File: src/adc_port_pkg.sv
package adc_port_pkg;

	// ****************************************************************
	// Widths and pipeline
	// ****************************************************************
	localparam int DATA_W       = 10;
	localparam int PIPE_LATENCY = 5;
	localparam int PIN_W        = 8;

	// ****************************************************************
	// Register map (byte addresses) and fields
	// ****************************************************************
	localparam logic [7:0]  CTRL_OFF      = 8'h00;
	localparam logic [7:0]  STATUS_OFF    = 8'h04;
	localparam logic [7:0]  IRQ_STAT_OFF  = 8'h08;
	localparam logic [7:0]  IRQ_MASK_OFF  = 8'h0c;
	localparam logic [7:0]  COUNT_OFF     = 8'h10;
	localparam logic [31:0] CTRL_RESET    = 32'h0000_0001;
	localparam logic [31:0] MASK_RESET    = 32'h0000_0000;
	localparam int          CTRL_EN_BIT   = 0;
	localparam int          IRQ_OUT_BIT   = 0;
	localparam int          IRQ_RANGE_BIT = 1;
	localparam int          IRQ_W         = 2;
	localparam logic [1:0]  RESP_OKAY     = 2'h0;
	localparam logic [1:0]  RESP_SLVERR   = 2'h2;

	// ****************************************************************
	// Types
	// ****************************************************************
	typedef enum logic [1:0] {
		STYLE_FULL       = 2'b00,
		STYLE_DEMUX_SIM  = 2'b01,
		STYLE_DEMUX_INTL = 2'b10,
		STYLE_LVDS       = 2'b11
	} style_t;

	typedef enum logic [1:0] {
		PWR_RUN     = 2'b00,
		PWR_OUT_OFF = 2'b01,
		PWR_NAP     = 2'b10,
		PWR_SLEEP   = 2'b11
	} power_t;

	typedef struct packed {
		logic              range;
		logic [DATA_W-1:0] code;
	} sample_t;

	typedef struct packed {
		logic twos;
		logic stab;
	} fmt_t;

	// Four-level format strap: 0, 1/3, 2/3, full supply
	function automatic fmt_t decode_format(input logic [1:0] lvl);
		fmt_t f;
		f.twos = lvl[1];
		f.stab = lvl[1] ^ lvl[0];
		return f;
	endfunction : decode_format

	function automatic power_t decode_power(input logic pd,
		input logic oe_n);
		return power_t'({pd, oe_n});
	endfunction : decode_power

endpackage : adc_port_pkg

File: src/sample_delay_line.sv
// Shift line that advances only on conversion starts, so its latency
// counts encode cycles rather than clock cycles.
module sample_delay_line #(
	parameter int WIDTH = 11,
	parameter int DEPTH = 5
) (
	input  wire logic             clk,
	input  wire logic             srst,
	input  wire logic             advance,
	input  wire logic [WIDTH-1:0] din,
	output logic      [WIDTH-1:0] dout
);

	logic [WIDTH-1:0] stage [DEPTH];

	// ****************************************************************
	// Stages
	// ****************************************************************
	always_ff @(posedge clk) begin
		if (srst) begin
			for (int i = 0; i < DEPTH; i++) begin
				stage[i] <= '0;
			end
		end else if (advance) begin
			stage[0] <= din;
			for (int i = 1; i < DEPTH; i++) begin
				stage[i] <= stage[i-1];
			end
		end
	end

	assign dout = stage[DEPTH-1];

endmodule : sample_delay_line

File: src/adc_cmos_output_port.sv
module adc_cmos_output_port
	import adc_port_pkg::*;
(
	input  wire logic              clk,
	input  wire logic              srst,
	input  wire logic [7:0]        s_axi_awaddr,
	input  wire logic              s_axi_awvalid,
	output logic                   s_axi_awready,
	input  wire logic [31:0]       s_axi_wdata,
	input  wire logic [3:0]        s_axi_wstrb,
	input  wire logic              s_axi_wvalid,
	output logic                   s_axi_wready,
	output logic [1:0]             s_axi_bresp,
	output logic                   s_axi_bvalid,
	input  wire logic              s_axi_bready,
	input  wire logic [7:0]        s_axi_araddr,
	input  wire logic              s_axi_arvalid,
	output logic                   s_axi_arready,
	output logic [31:0]            s_axi_rdata,
	output logic [1:0]             s_axi_rresp,
	output logic                   s_axi_rvalid,
	input  wire logic              s_axi_rready,
	input  wire logic              encode_pos,
	input  wire logic              encode_neg,
	input  wire logic              power_down_select,
	input  wire logic              output_enable_n,
	input  wire logic [1:0]        style_strap,
	input  wire logic [1:0]        format_strap,
	input  wire logic [DATA_W-1:0] quantizer_code,
	input  wire logic              quantizer_over,
	input  wire logic              quantizer_under,
	output logic [DATA_W-1:0]      first_bus_data,
	output logic                   first_bus_data_oe,
	output logic                   first_bus_range_flag,
	output logic                   first_bus_range_flag_oe,
	output logic                   first_bus_strobe,
	output logic                   first_bus_strobe_oe,
	output logic [DATA_W-1:0]      second_bus_data,
	output logic                   second_bus_data_oe,
	output logic                   second_bus_range_flag,
	output logic                   second_bus_range_flag_oe,
	output logic                   second_bus_strobe,
	output logic                   second_bus_strobe_oe,
	output logic                   irq
);

	logic [PIN_W-1:0] pin_meta;
	logic [PIN_W-1:0] pin_sync;
	logic             enc_prev;
	logic             enc_level;
	logic             enc_rise;
	logic             enc_fall;
	style_t           style;
	fmt_t             fmt;
	power_t           power;
	logic             running;
	logic             convert;
	logic             phase;
	sample_t          pipe_in;
	sample_t          pipe_out;
	sample_t          hold;
	logic [31:0]      ctrl;
	logic [31:0]      irq_mask;
	logic [IRQ_W-1:0] irq_stat;
	logic [31:0]      conv_count;
	logic             aw_full;
	logic             w_full;
	logic [7:0]       wr_addr;
	logic [31:0]      wr_data;
	logic [3:0]       wr_strb;
	logic             do_write;
	logic [31:0]      rd_word;
	logic [1:0]       rd_resp;
	logic [IRQ_W-1:0] irq_set;
	logic [IRQ_W-1:0] irq_clr;
	logic             drive;

	// ****************************************************************
	// Pin synchronisers and encode edge detection
	// ****************************************************************
	// Two stages; only the second stage feeds any logic
	always_ff @(posedge clk) begin
		pin_meta <= {encode_pos, encode_neg, power_down_select,
			output_enable_n, style_strap, format_strap};
		pin_sync <= pin_meta;
	end

	// Differential encode: high while the true side is above
	assign enc_level = pin_sync[7] & ~pin_sync[6];

	always_ff @(posedge clk) begin
		if (srst) begin
			enc_prev <= 1'b0;
		end else begin
			enc_prev <= enc_level;
		end
	end

	assign enc_rise = enc_level & ~enc_prev;
	assign enc_fall = ~enc_level & enc_prev;

	// ****************************************************************
	// Mode decode
	// ****************************************************************
	assign style = style_t'(pin_sync[3:2]);
	assign fmt   = decode_format(pin_sync[1:0]);
	assign power = decode_power(pin_sync[5], pin_sync[4]);
	// Nap and sleep stop the converter; output disable does not
	assign running = ((power == PWR_RUN) || (power == PWR_OUT_OFF))
		&& ctrl[CTRL_EN_BIT];
	assign convert = enc_rise & running;

	// Offset binary from the core; flipping the MSB gives two's
	// complement, so midscale codes all-ones and all-zeros meet
	assign pipe_in.code = quantizer_code
		^ {fmt.twos, {(DATA_W-1){1'b0}}};
	assign pipe_in.range = quantizer_over | quantizer_under;

	sample_delay_line #(
		.WIDTH ($bits(sample_t)),
		.DEPTH (PIPE_LATENCY)
	) u_delay (
		.clk     (clk),
		.srst    (srst),
		.advance (convert),
		.din     (pipe_in),
		.dout    (pipe_out)
	);

	// ****************************************************************
	// Output steering
	// ****************************************************************
	// Phase picks which bus takes the sample in demux modes
	always_ff @(posedge clk) begin
		if (srst) begin
			phase <= 1'b0;
		end else if (convert) begin
			phase <= ~phase;
		end
	end

	// Bus data and range flags
	always_ff @(posedge clk) begin
		if (srst) begin
			first_bus_data        <= '0;
			first_bus_range_flag  <= 1'b0;
			second_bus_data       <= '0;
			second_bus_range_flag <= 1'b0;
			hold                  <= '0;
		end else if (convert) begin
			unique case (style)
				STYLE_FULL, STYLE_LVDS: begin
					first_bus_data       <= pipe_out.code;
					first_bus_range_flag <= pipe_out.range;
				end
				STYLE_DEMUX_INTL: begin
					if (!phase) begin
						first_bus_data       <= pipe_out.code;
						first_bus_range_flag <= pipe_out.range;
					end else begin
						second_bus_data       <= pipe_out.code;
						second_bus_range_flag <= pipe_out.range;
					end
				end
				STYLE_DEMUX_SIM: begin
					// Older sample waits so both buses change together
					if (!phase) begin
						hold <= pipe_out;
					end else begin
						first_bus_data        <= hold.code;
						first_bus_range_flag  <= hold.range;
						second_bus_data       <= pipe_out.code;
						second_bus_range_flag <= pipe_out.range;
					end
				end
			endcase
		end
	end

	// Strobes: data is stable at the edge the receiver latches on
	always_ff @(posedge clk) begin
		if (srst) begin
			first_bus_strobe  <= 1'b0;
			second_bus_strobe <= 1'b0;
		end else if (style == STYLE_FULL || style == STYLE_LVDS) begin
			if (convert) begin
				first_bus_strobe  <= 1'b1;
				second_bus_strobe <= 1'b1;
			end else if (enc_fall) begin
				first_bus_strobe  <= 1'b0;
				second_bus_strobe <= 1'b0;
			end
		end else if (convert && style == STYLE_DEMUX_SIM) begin
			// Both buses change on the odd sample; the latching strobe
			// edges come on the sample after, so no latching edge meets new data
			first_bus_strobe  <= phase;
			second_bus_strobe <= ~phase;
		end else if (convert) begin
			first_bus_strobe  <= ~phase;
			second_bus_strobe <= phase;
		end
	end

	// Output enables
	assign drive = (style != STYLE_LVDS) && (power == PWR_RUN);

	always_ff @(posedge clk) begin
		if (srst) begin
			first_bus_data_oe        <= 1'b0;
			first_bus_range_flag_oe  <= 1'b0;
			first_bus_strobe_oe      <= 1'b0;
			second_bus_data_oe       <= 1'b0;
			second_bus_range_flag_oe <= 1'b0;
			second_bus_strobe_oe     <= 1'b0;
		end else begin
			first_bus_data_oe        <= drive;
			first_bus_range_flag_oe  <= drive;
			first_bus_strobe_oe      <= drive;
			second_bus_data_oe       <= drive && style != STYLE_FULL;
			second_bus_range_flag_oe <= drive && style != STYLE_FULL;
			second_bus_strobe_oe     <= drive;
		end
	end

	// ****************************************************************
	// AXI4-Lite slave
	// ****************************************************************
	assign do_write = aw_full && w_full && !s_axi_bvalid;

	// Write channels are taken in either order, answered after both
	always_ff @(posedge clk) begin
		if (srst) begin
			s_axi_awready <= 1'b1;
			s_axi_wready  <= 1'b1;
			s_axi_bvalid  <= 1'b0;
			s_axi_bresp   <= RESP_OKAY;
			aw_full       <= 1'b0;
			w_full        <= 1'b0;
			wr_addr       <= '0;
			wr_data       <= '0;
			wr_strb       <= '0;
		end else begin
			if (s_axi_awvalid && s_axi_awready) begin
				s_axi_awready <= 1'b0;
				aw_full       <= 1'b1;
				wr_addr       <= s_axi_awaddr;
			end
			if (s_axi_wvalid && s_axi_wready) begin
				s_axi_wready <= 1'b0;
				w_full       <= 1'b1;
				wr_data      <= s_axi_wdata;
				wr_strb      <= s_axi_wstrb;
			end
			if (do_write) begin
				aw_full      <= 1'b0;
				w_full       <= 1'b0;
				s_axi_bvalid <= 1'b1;
				s_axi_bresp  <= (wr_addr == CTRL_OFF
					|| wr_addr == IRQ_STAT_OFF
					|| wr_addr == IRQ_MASK_OFF) ? RESP_OKAY : RESP_SLVERR;
			end
			if (s_axi_bvalid && s_axi_bready) begin
				s_axi_bvalid  <= 1'b0;
				s_axi_awready <= 1'b1;
				s_axi_wready  <= 1'b1;
			end
		end
	end

	// Read decode; unmapped addresses answer zero with SLVERR
	always_comb begin
		rd_word = '0;
		rd_resp = RESP_OKAY;
		unique case (s_axi_araddr)
			CTRL_OFF:     rd_word = ctrl;
			STATUS_OFF:   rd_word = {26'h0, power, fmt.stab, fmt.twos,
				style};
			IRQ_STAT_OFF: rd_word = {{(32-IRQ_W){1'b0}}, irq_stat};
			IRQ_MASK_OFF: rd_word = irq_mask;
			COUNT_OFF:    rd_word = conv_count;
			default:      rd_resp = RESP_SLVERR;
		endcase
	end

	always_ff @(posedge clk) begin
		if (srst) begin
			s_axi_arready <= 1'b1;
			s_axi_rvalid  <= 1'b0;
			s_axi_rdata   <= '0;
			s_axi_rresp   <= RESP_OKAY;
		end else if (s_axi_arvalid && s_axi_arready) begin
			s_axi_arready <= 1'b0;
			s_axi_rvalid  <= 1'b1;
			s_axi_rdata   <= rd_word;
			s_axi_rresp   <= rd_resp;
		end else if (s_axi_rvalid && s_axi_rready) begin
			s_axi_rvalid  <= 1'b0;
			s_axi_arready <= 1'b1;
		end
	end

	// Byte-lane write of control and mask
	always_ff @(posedge clk) begin
		if (srst) begin
			ctrl     <= CTRL_RESET;
			irq_mask <= MASK_RESET;
		end else if (do_write) begin
			for (int b = 0; b < 4; b++) begin
				if (wr_strb[b] && wr_addr == CTRL_OFF) begin
					ctrl[b*8 +: 8] <= wr_data[b*8 +: 8];
				end
				if (wr_strb[b] && wr_addr == IRQ_MASK_OFF) begin
					irq_mask[b*8 +: 8] <= wr_data[b*8 +: 8];
				end
			end
		end
	end

	// Conversion counter, readable state of the converter
	always_ff @(posedge clk) begin
		if (srst) begin
			conv_count <= '0;
		end else if (convert) begin
			conv_count <= conv_count + 32'd1;
		end
	end

	// ****************************************************************
	// Interrupts
	// ****************************************************************
	assign irq_set = {convert & pipe_out.range, convert};
	assign irq_clr = (do_write && wr_addr == IRQ_STAT_OFF && wr_strb[0])
		? wr_data[IRQ_W-1:0] : '0;

	// A new event wins over a clear in the same cycle
	always_ff @(posedge clk) begin
		if (srst) begin
			irq_stat <= '0;
			irq      <= 1'b0;
		end else begin
			irq_stat <= (irq_stat & ~irq_clr) | irq_set;
			irq      <= |(irq_stat & irq_mask[IRQ_W-1:0]);
		end
	end
endmodule : adc_cmos_output_port

File: config.mk
export PLATFORM = sky130hd
export DESIGN_NAME = adc_cmos_output_port
export DESIGN_NICKNAME = d
export VERILOG_FILES = /design/src/adc_port_pkg.sv /design/src/sample_delay_line.sv /design/src/adc_cmos_output_port.sv
export SDC_FILE = /design/constraint.sdc
export NUM_CORES = 1
export LEC_CHECK = 0
export ABC_CLOCK_PERIOD_IN_PS = 3640
export BUFFER_PORTS_ARGS = -buffer_cell sky130_fd_sc_hd__buf_2
export CORE_MARGIN = 2
export CORE_UTILIZATION = 45
export CTS_BUF_LIST = sky130_fd_sc_hd__clkbuf_4 sky130_fd_sc_hd__clkbuf_8 sky130_fd_sc_hd__clkbuf_16
export DETAILED_ROUTE_END_ITERATION = 16
export GPL_TIMING_DRIVEN = 0
export MAX_ROUTING_LAYER = met4
export SYNTH_ARGS = -nofsm -noshare
export SYNTH_HDL_FRONTEND = slang
export SYNTH_SLANG_ARGS = --single-unit
File: constraint.sdc
create_clock -name clk -period 3.64 [get_ports clk]
set_clock_uncertainty 0.1 [all_clocks]
set_input_delay 0.546 -clock clk [delete_from_list [all_inputs] [get_ports clk]]
set_output_delay 0.546 -clock clk [all_outputs]
set_load 0.05 [all_outputs]
-- Yosys cells after proc, flatten, opt, wreduce, memory -nomap -nowiden
Memory sizes are Yosys's and may differ from the RTL's.
Cells that the tools add are included.
- reduce and logical (&&, ||, !) cells: 51
- bitwise logic cells: 21
- equality and inequality tests: 14
- multiplexer cells: 32
- add/sub/neg operators: 1
- operators by type and width (cell ; number):
    $pmux 32 s5 ; 1
    $mux 11 ; 5
    $add 32x1->32 const B ; 1
    $eq 8x4->1 const B ; 4
    $pmux 10 s3 ; 1
    $logic_and 1x1->1 ; 21
    $mux 10 ; 2
    $mux 1 ; 19
    $reduce_and 2->1 ; 9
    $logic_not 8->1 ; 2
    $reduce_or 2->1 ; 5
    $xor 10x10->10 ; 1
    $reduce_and 3->1 ; 3
    $eq 8x3->1 const B ; 1
    $eq 8x5->1 const B ; 1
    $mux 2 ; 3
    $ne 2x2->1 const B ; 3
    $or 1x1->1 ; 6
    $and 1x1->1 ; 5
    $reduce_or 5->1 ; 1
    $and 2x2->2 ; 2
    $eq 2x1->1 const B ; 2
    $eq 2x2->1 const B ; 2
    $logic_not 2->1 ; 2
    other kinds (10) ; 17
- input port bits: 79
- memories kept: 1
- flip-flop bits (word level): 241
- bits in writable memories: 55
- logic and storage cells: 158
- memory list (memory ; words ; bits a word ; rd ports ; clocked after memory_dff ; write ports ; line ; source):
    u_delay.stage ; 5 ; 11 ; 5 ; 0 ; 5 ; sample_delay_line.sv:14 ; logic [WIDTH-1:0] stage [DEPTH];

-- Depth between registers and ports, before layout
- depth after elaboration: 8
- depth in mapped cells: 7
- mapped depth without buffers: 6

-- Hierarchy
From an unflattened synthesis, not the netlist that was laid out.
- cell total of the unflattened synthesis: 1178
- area total of the unflattened synthesis: 11975.2 µm²
- modules (own cells, without submodules) (module ; cells an instance ; area an instance (µm²) ; instances):
    adc_cmos_output_port ; 1055 ; 9724.3 ; 1
    sample_delay_line ; 123 ; 2250.9 ; 1

-- Worst setup path after synthesis
OpenSTA, ideal clock, no wires.
- path type: register to register
- start point: reg pin_sync[5]
- end point: mem u_delay.stage[0][0] (enable)
- period minus slack after synthesis: 2.788 ns
- arrival time: 2.274 ns
- path buffers: 0
- required time: 3.126 ns
- path slack: 0.852 ns
- cell stages (with the launch flop): 4
- cell sequence: dfxtp_1 nor4b_1 nand2_1 nand2_1
- RTL lines (what ; line ; source):
    from (decl) ; adc_cmos_output_port.sv:48 ; logic [PIN_W-1:0] pin_sync;
    from (signal assigned) ; adc_cmos_output_port.sv:85 ; pin_sync <= pin_meta;
    to (decl) ; sample_delay_line.sv:14 ;

==> results.cfg <==
[critical_path]
slowest_stage = nor2_1
critical_path.cell_chain = nor4b_1, nand2_1, nor2_1, clkbuf_1, and2_1
cpPeakStageDelay_ns = 0.71
start_kind = flip-flop
required_ns = 3.97
cp-end-kind = flip-flop
critPathKind = reg2reg
path_max_fanout = 10
worstPathArrival_ns = 3.11

[outcome]
status = finished, final reports clean

[floorplan]
initial_core_util_pct = 46.1
placementRows = 58
ios = 151
coreArea_sq_um = 25300
die_h_um = 165
die-width_um = 165
die-area_sq_um = 27200

[global_route]
antenna_found_initial = 0
grt_start_max_net_pins = 45
grt_pass1_wl_um = 45500
grt_usage_pct = 22.1
grt_overflow = 0
first_global_vias = 8165

[clock_network]
cts_tree = yes
cts.clk_slew.worst_paths_ns = 0.06
cts_max_level = 1
cts_buffers = 31
cts_buffer_depth = 3
ctsResizeCount = 0
clockRootBuffer = clkbuf_16
clk_latency_ns = 0.57
clkSinkCount = 294

[pwr]
clkPwrFrac_pct = 45.1
p_leak_uw = 0.00568
p_sw_uw = 1650
swShare_pct = 23.3
p_seq_share_pct = 48.9
vdd_drop_max_uv = 395
power_density_nw_per_um2 = 507
p_comb_share_pct = 6.0
internal_power_uw = 5430

[timing]
hold_violations = 0
fin_ws_ns = 0.862
worst_slew_pin_slew_ns = 0.885
hold_slack_ns = 0.0932
finalCritPeriodShare_pct = 76.3
slew_violations = 0
slew_headroom_pct = 41.0
setup_viol = 0
period_minus_slack_ns = 2.78
rsz0062_at_grt = no
clock.fmax_mhz = 360

[yosys]
ys.flop_type = dfxtp_1
yosysSeqAreaShare_pct = 55.1
async_flop_share_pct = 0
synth_cell_types = 57
synthTopCellsByCount = dfxtp_1 (239), nor2_1 (144), mux2i_1 (131), nand2_1 (103), a21oi_1 (74)
synth_edf_count = 55
synth_top_area_share_pct = 41.0
netlist.top_cell.by_area = dfxtp_1
syn_area_per_cell_sq_um = 10.2
post_synth_inst_count = 1145
synth_most_common_cell = dfxtp_1
yosysWarnings = 0
ys_ff_latch = 294
ys_top_cells_by_area = dfxtp_1 (41%), edfxtp_1 (14%), mux2i_1 (11%)
synth_area_sq_um = 11700

[detailed_routing]
vias = 8864
final_antenna_net_count = 0
firstDrtPassIters = 5
finalWirelength_um = 29400
routedWlPerCell_um = 17.4
first_iter_violations = 557
drc = 0
viasPerCell = 5.25

[finish]
num_antenna_cells = 0
fill_cells = 2301
area_growth_pct = 19.6
finalNonFillerCells = 1687
drive_gt1_share_pct = 16.5
final_nets = 1416

[placed_design]
place_congestion = 0.828
hpwl_um = 21600
port_buffers = 144
dp.cells = 1621
dpl_worst_slack_ns = 0.552

[job]
drv_cap = 0

[min_path]
worstHoldPathType = in2reg
power groups by stage:
stage / logic [uW] / clock network (uW) / registers (uW)
6_report: 428 / 3190 / 3460
5_1_grt: 469 / 3380 / 3470
4_1_cts: 430 / 3260 / 3460
3_5_place_dp: 422 / 0 / 3530
3_3_place_gp: 416 / 0 / 3530
2_1_floorplan: 235 / 0 / 3560
final timing paths:
kind,start,endpoint,slack [ns],cells past startpoint
max,pin_sync[5]$_DFF_P_,u_delay.stage[0][36]$_SDFFCE_PN0P_,0.86,5
min,s_axi_wvalid,s_axi_wready$_SDFFE_PP1P_,0.09,2
max reg2reg,pin_sync[5]$_DFF_P_,u_delay.stage[0][36]$_SDFFCE_PN0P_,0.86,5
min reg2reg,pin_meta[0]$_DFF_P_,pin_sync[0]$_DFF_P_,0.23,0
cells by family after synthesis:
group,Yosys count,synth area share [%]
and+or+nand+nor,421,18.0
adders and majority gates,5,0.536
DFF,294,55.1
muxes,132,11.3
buffers and inverters,93,3.20
other,1,0.0321
AOI/OAI and AO/OA,185,10.7
xor gates and xnor gates,14,1.05
per-stage QoR:
stage | setup TNS, ns | area (sq um) | util, % | total power [uW]
after floorplan | 0 | 11700 | - | 3800
after global placement | -2.21 | 12800 | 50.6 | 3950
after detailed placement | 0 | 12800 | 50.7 | 3960
after CTS | 0 | 14000 | 55.1 | 7160
after global routing | 0 | 14000 | 55.1 | 7320
final | 0 | 14000 | 55.1 | 7080
layout by cell type (no fill, tap or decap), types with 6 or more instances in the layout:
master,netlist,final
nor3b_1,7,7
nand3_1,30,30
o2bb2ai_1,26,26
buf_2,2,146
mux2i_1,131,131
nor2_1,144,144
buf_4,6,6
dfxtp_1,239,239
dlygate4sd3_1,0,8
nor3_1,8,8
nand4_1,13,13
a22oi_1,27,27
and2_1,56,56
clkinv_2,0,11
a2bb2oi_1,6,6
or4_1,15,15
nor4_1,7,7
o31ai_1,13,13
clkbuf_16,0,31
a21oi_1,74,74
a211oi_1,11,11
nand2_1,103,102
o21ai_0,14,14
xnor2_1,7,7
clkbuf_1,68,68
buf_1,6,6
inv_1,11,11
edfxtp_1,55,55
xor2_1,7,7
per-layer routing:
metal / up-vias / global-route usage [%] / wire length, um
met5: - / - / 0
met4: 0 / 4.07 / 460
met3: 40 / 3.87 / 1830
met2: 240 / 30.6 / 11800
met1: 4154 / 33.9 / 15300
li1: 4430 / - / -
registers in the layout, indices dropped and copies added, names as in the netlist, 2 cells and up:
| name | count |
|---|---|
| conv_count | 32 |
| ctrl | 32 |
| first_bus_data | 10 |
| hold | 11 |
| irq_mask | 32 |
| irq_stat | 2 |
| pin_meta | 8 |
| pin_sync | 8 |
| s_axi_rdata | 32 |
| second_bus_data | 10 |
| u_delay.stage | 55 |
| wr_addr | 8 |
| wr_data | 32 |
| wr_strb | 4 |
area by class of cell:
class | instances | area, sq um | share of cell area [%]
buffer | 82 | 333 | 2.38
clock buffer | 39 | 861 | 6.17
clock inverter | 19 | 186 | 1.34
inverter | 11 | 41.3 | 0.296
multi-input combinational | 759 | 4870 | 34.9
sequential | 294 | 6440 | 46.1
tap | 330 | 413 | 2.96
timing repair buffer | 153 | 821 | 5.88
worst max-delay path, delay by kind of cell, from the launching register on:
kind / cells / cell delay, ns
simple gates: 4 / 1.83
flops: 1 / 0.38
buf+inv: 1 / 0.31
repair_timing:
item                      CTS  global route
hold buffers                8             0
hold endpoints to repair    8             0
setup buffers               0             0
No activity file was read; power rests on OpenSTA's default activity.
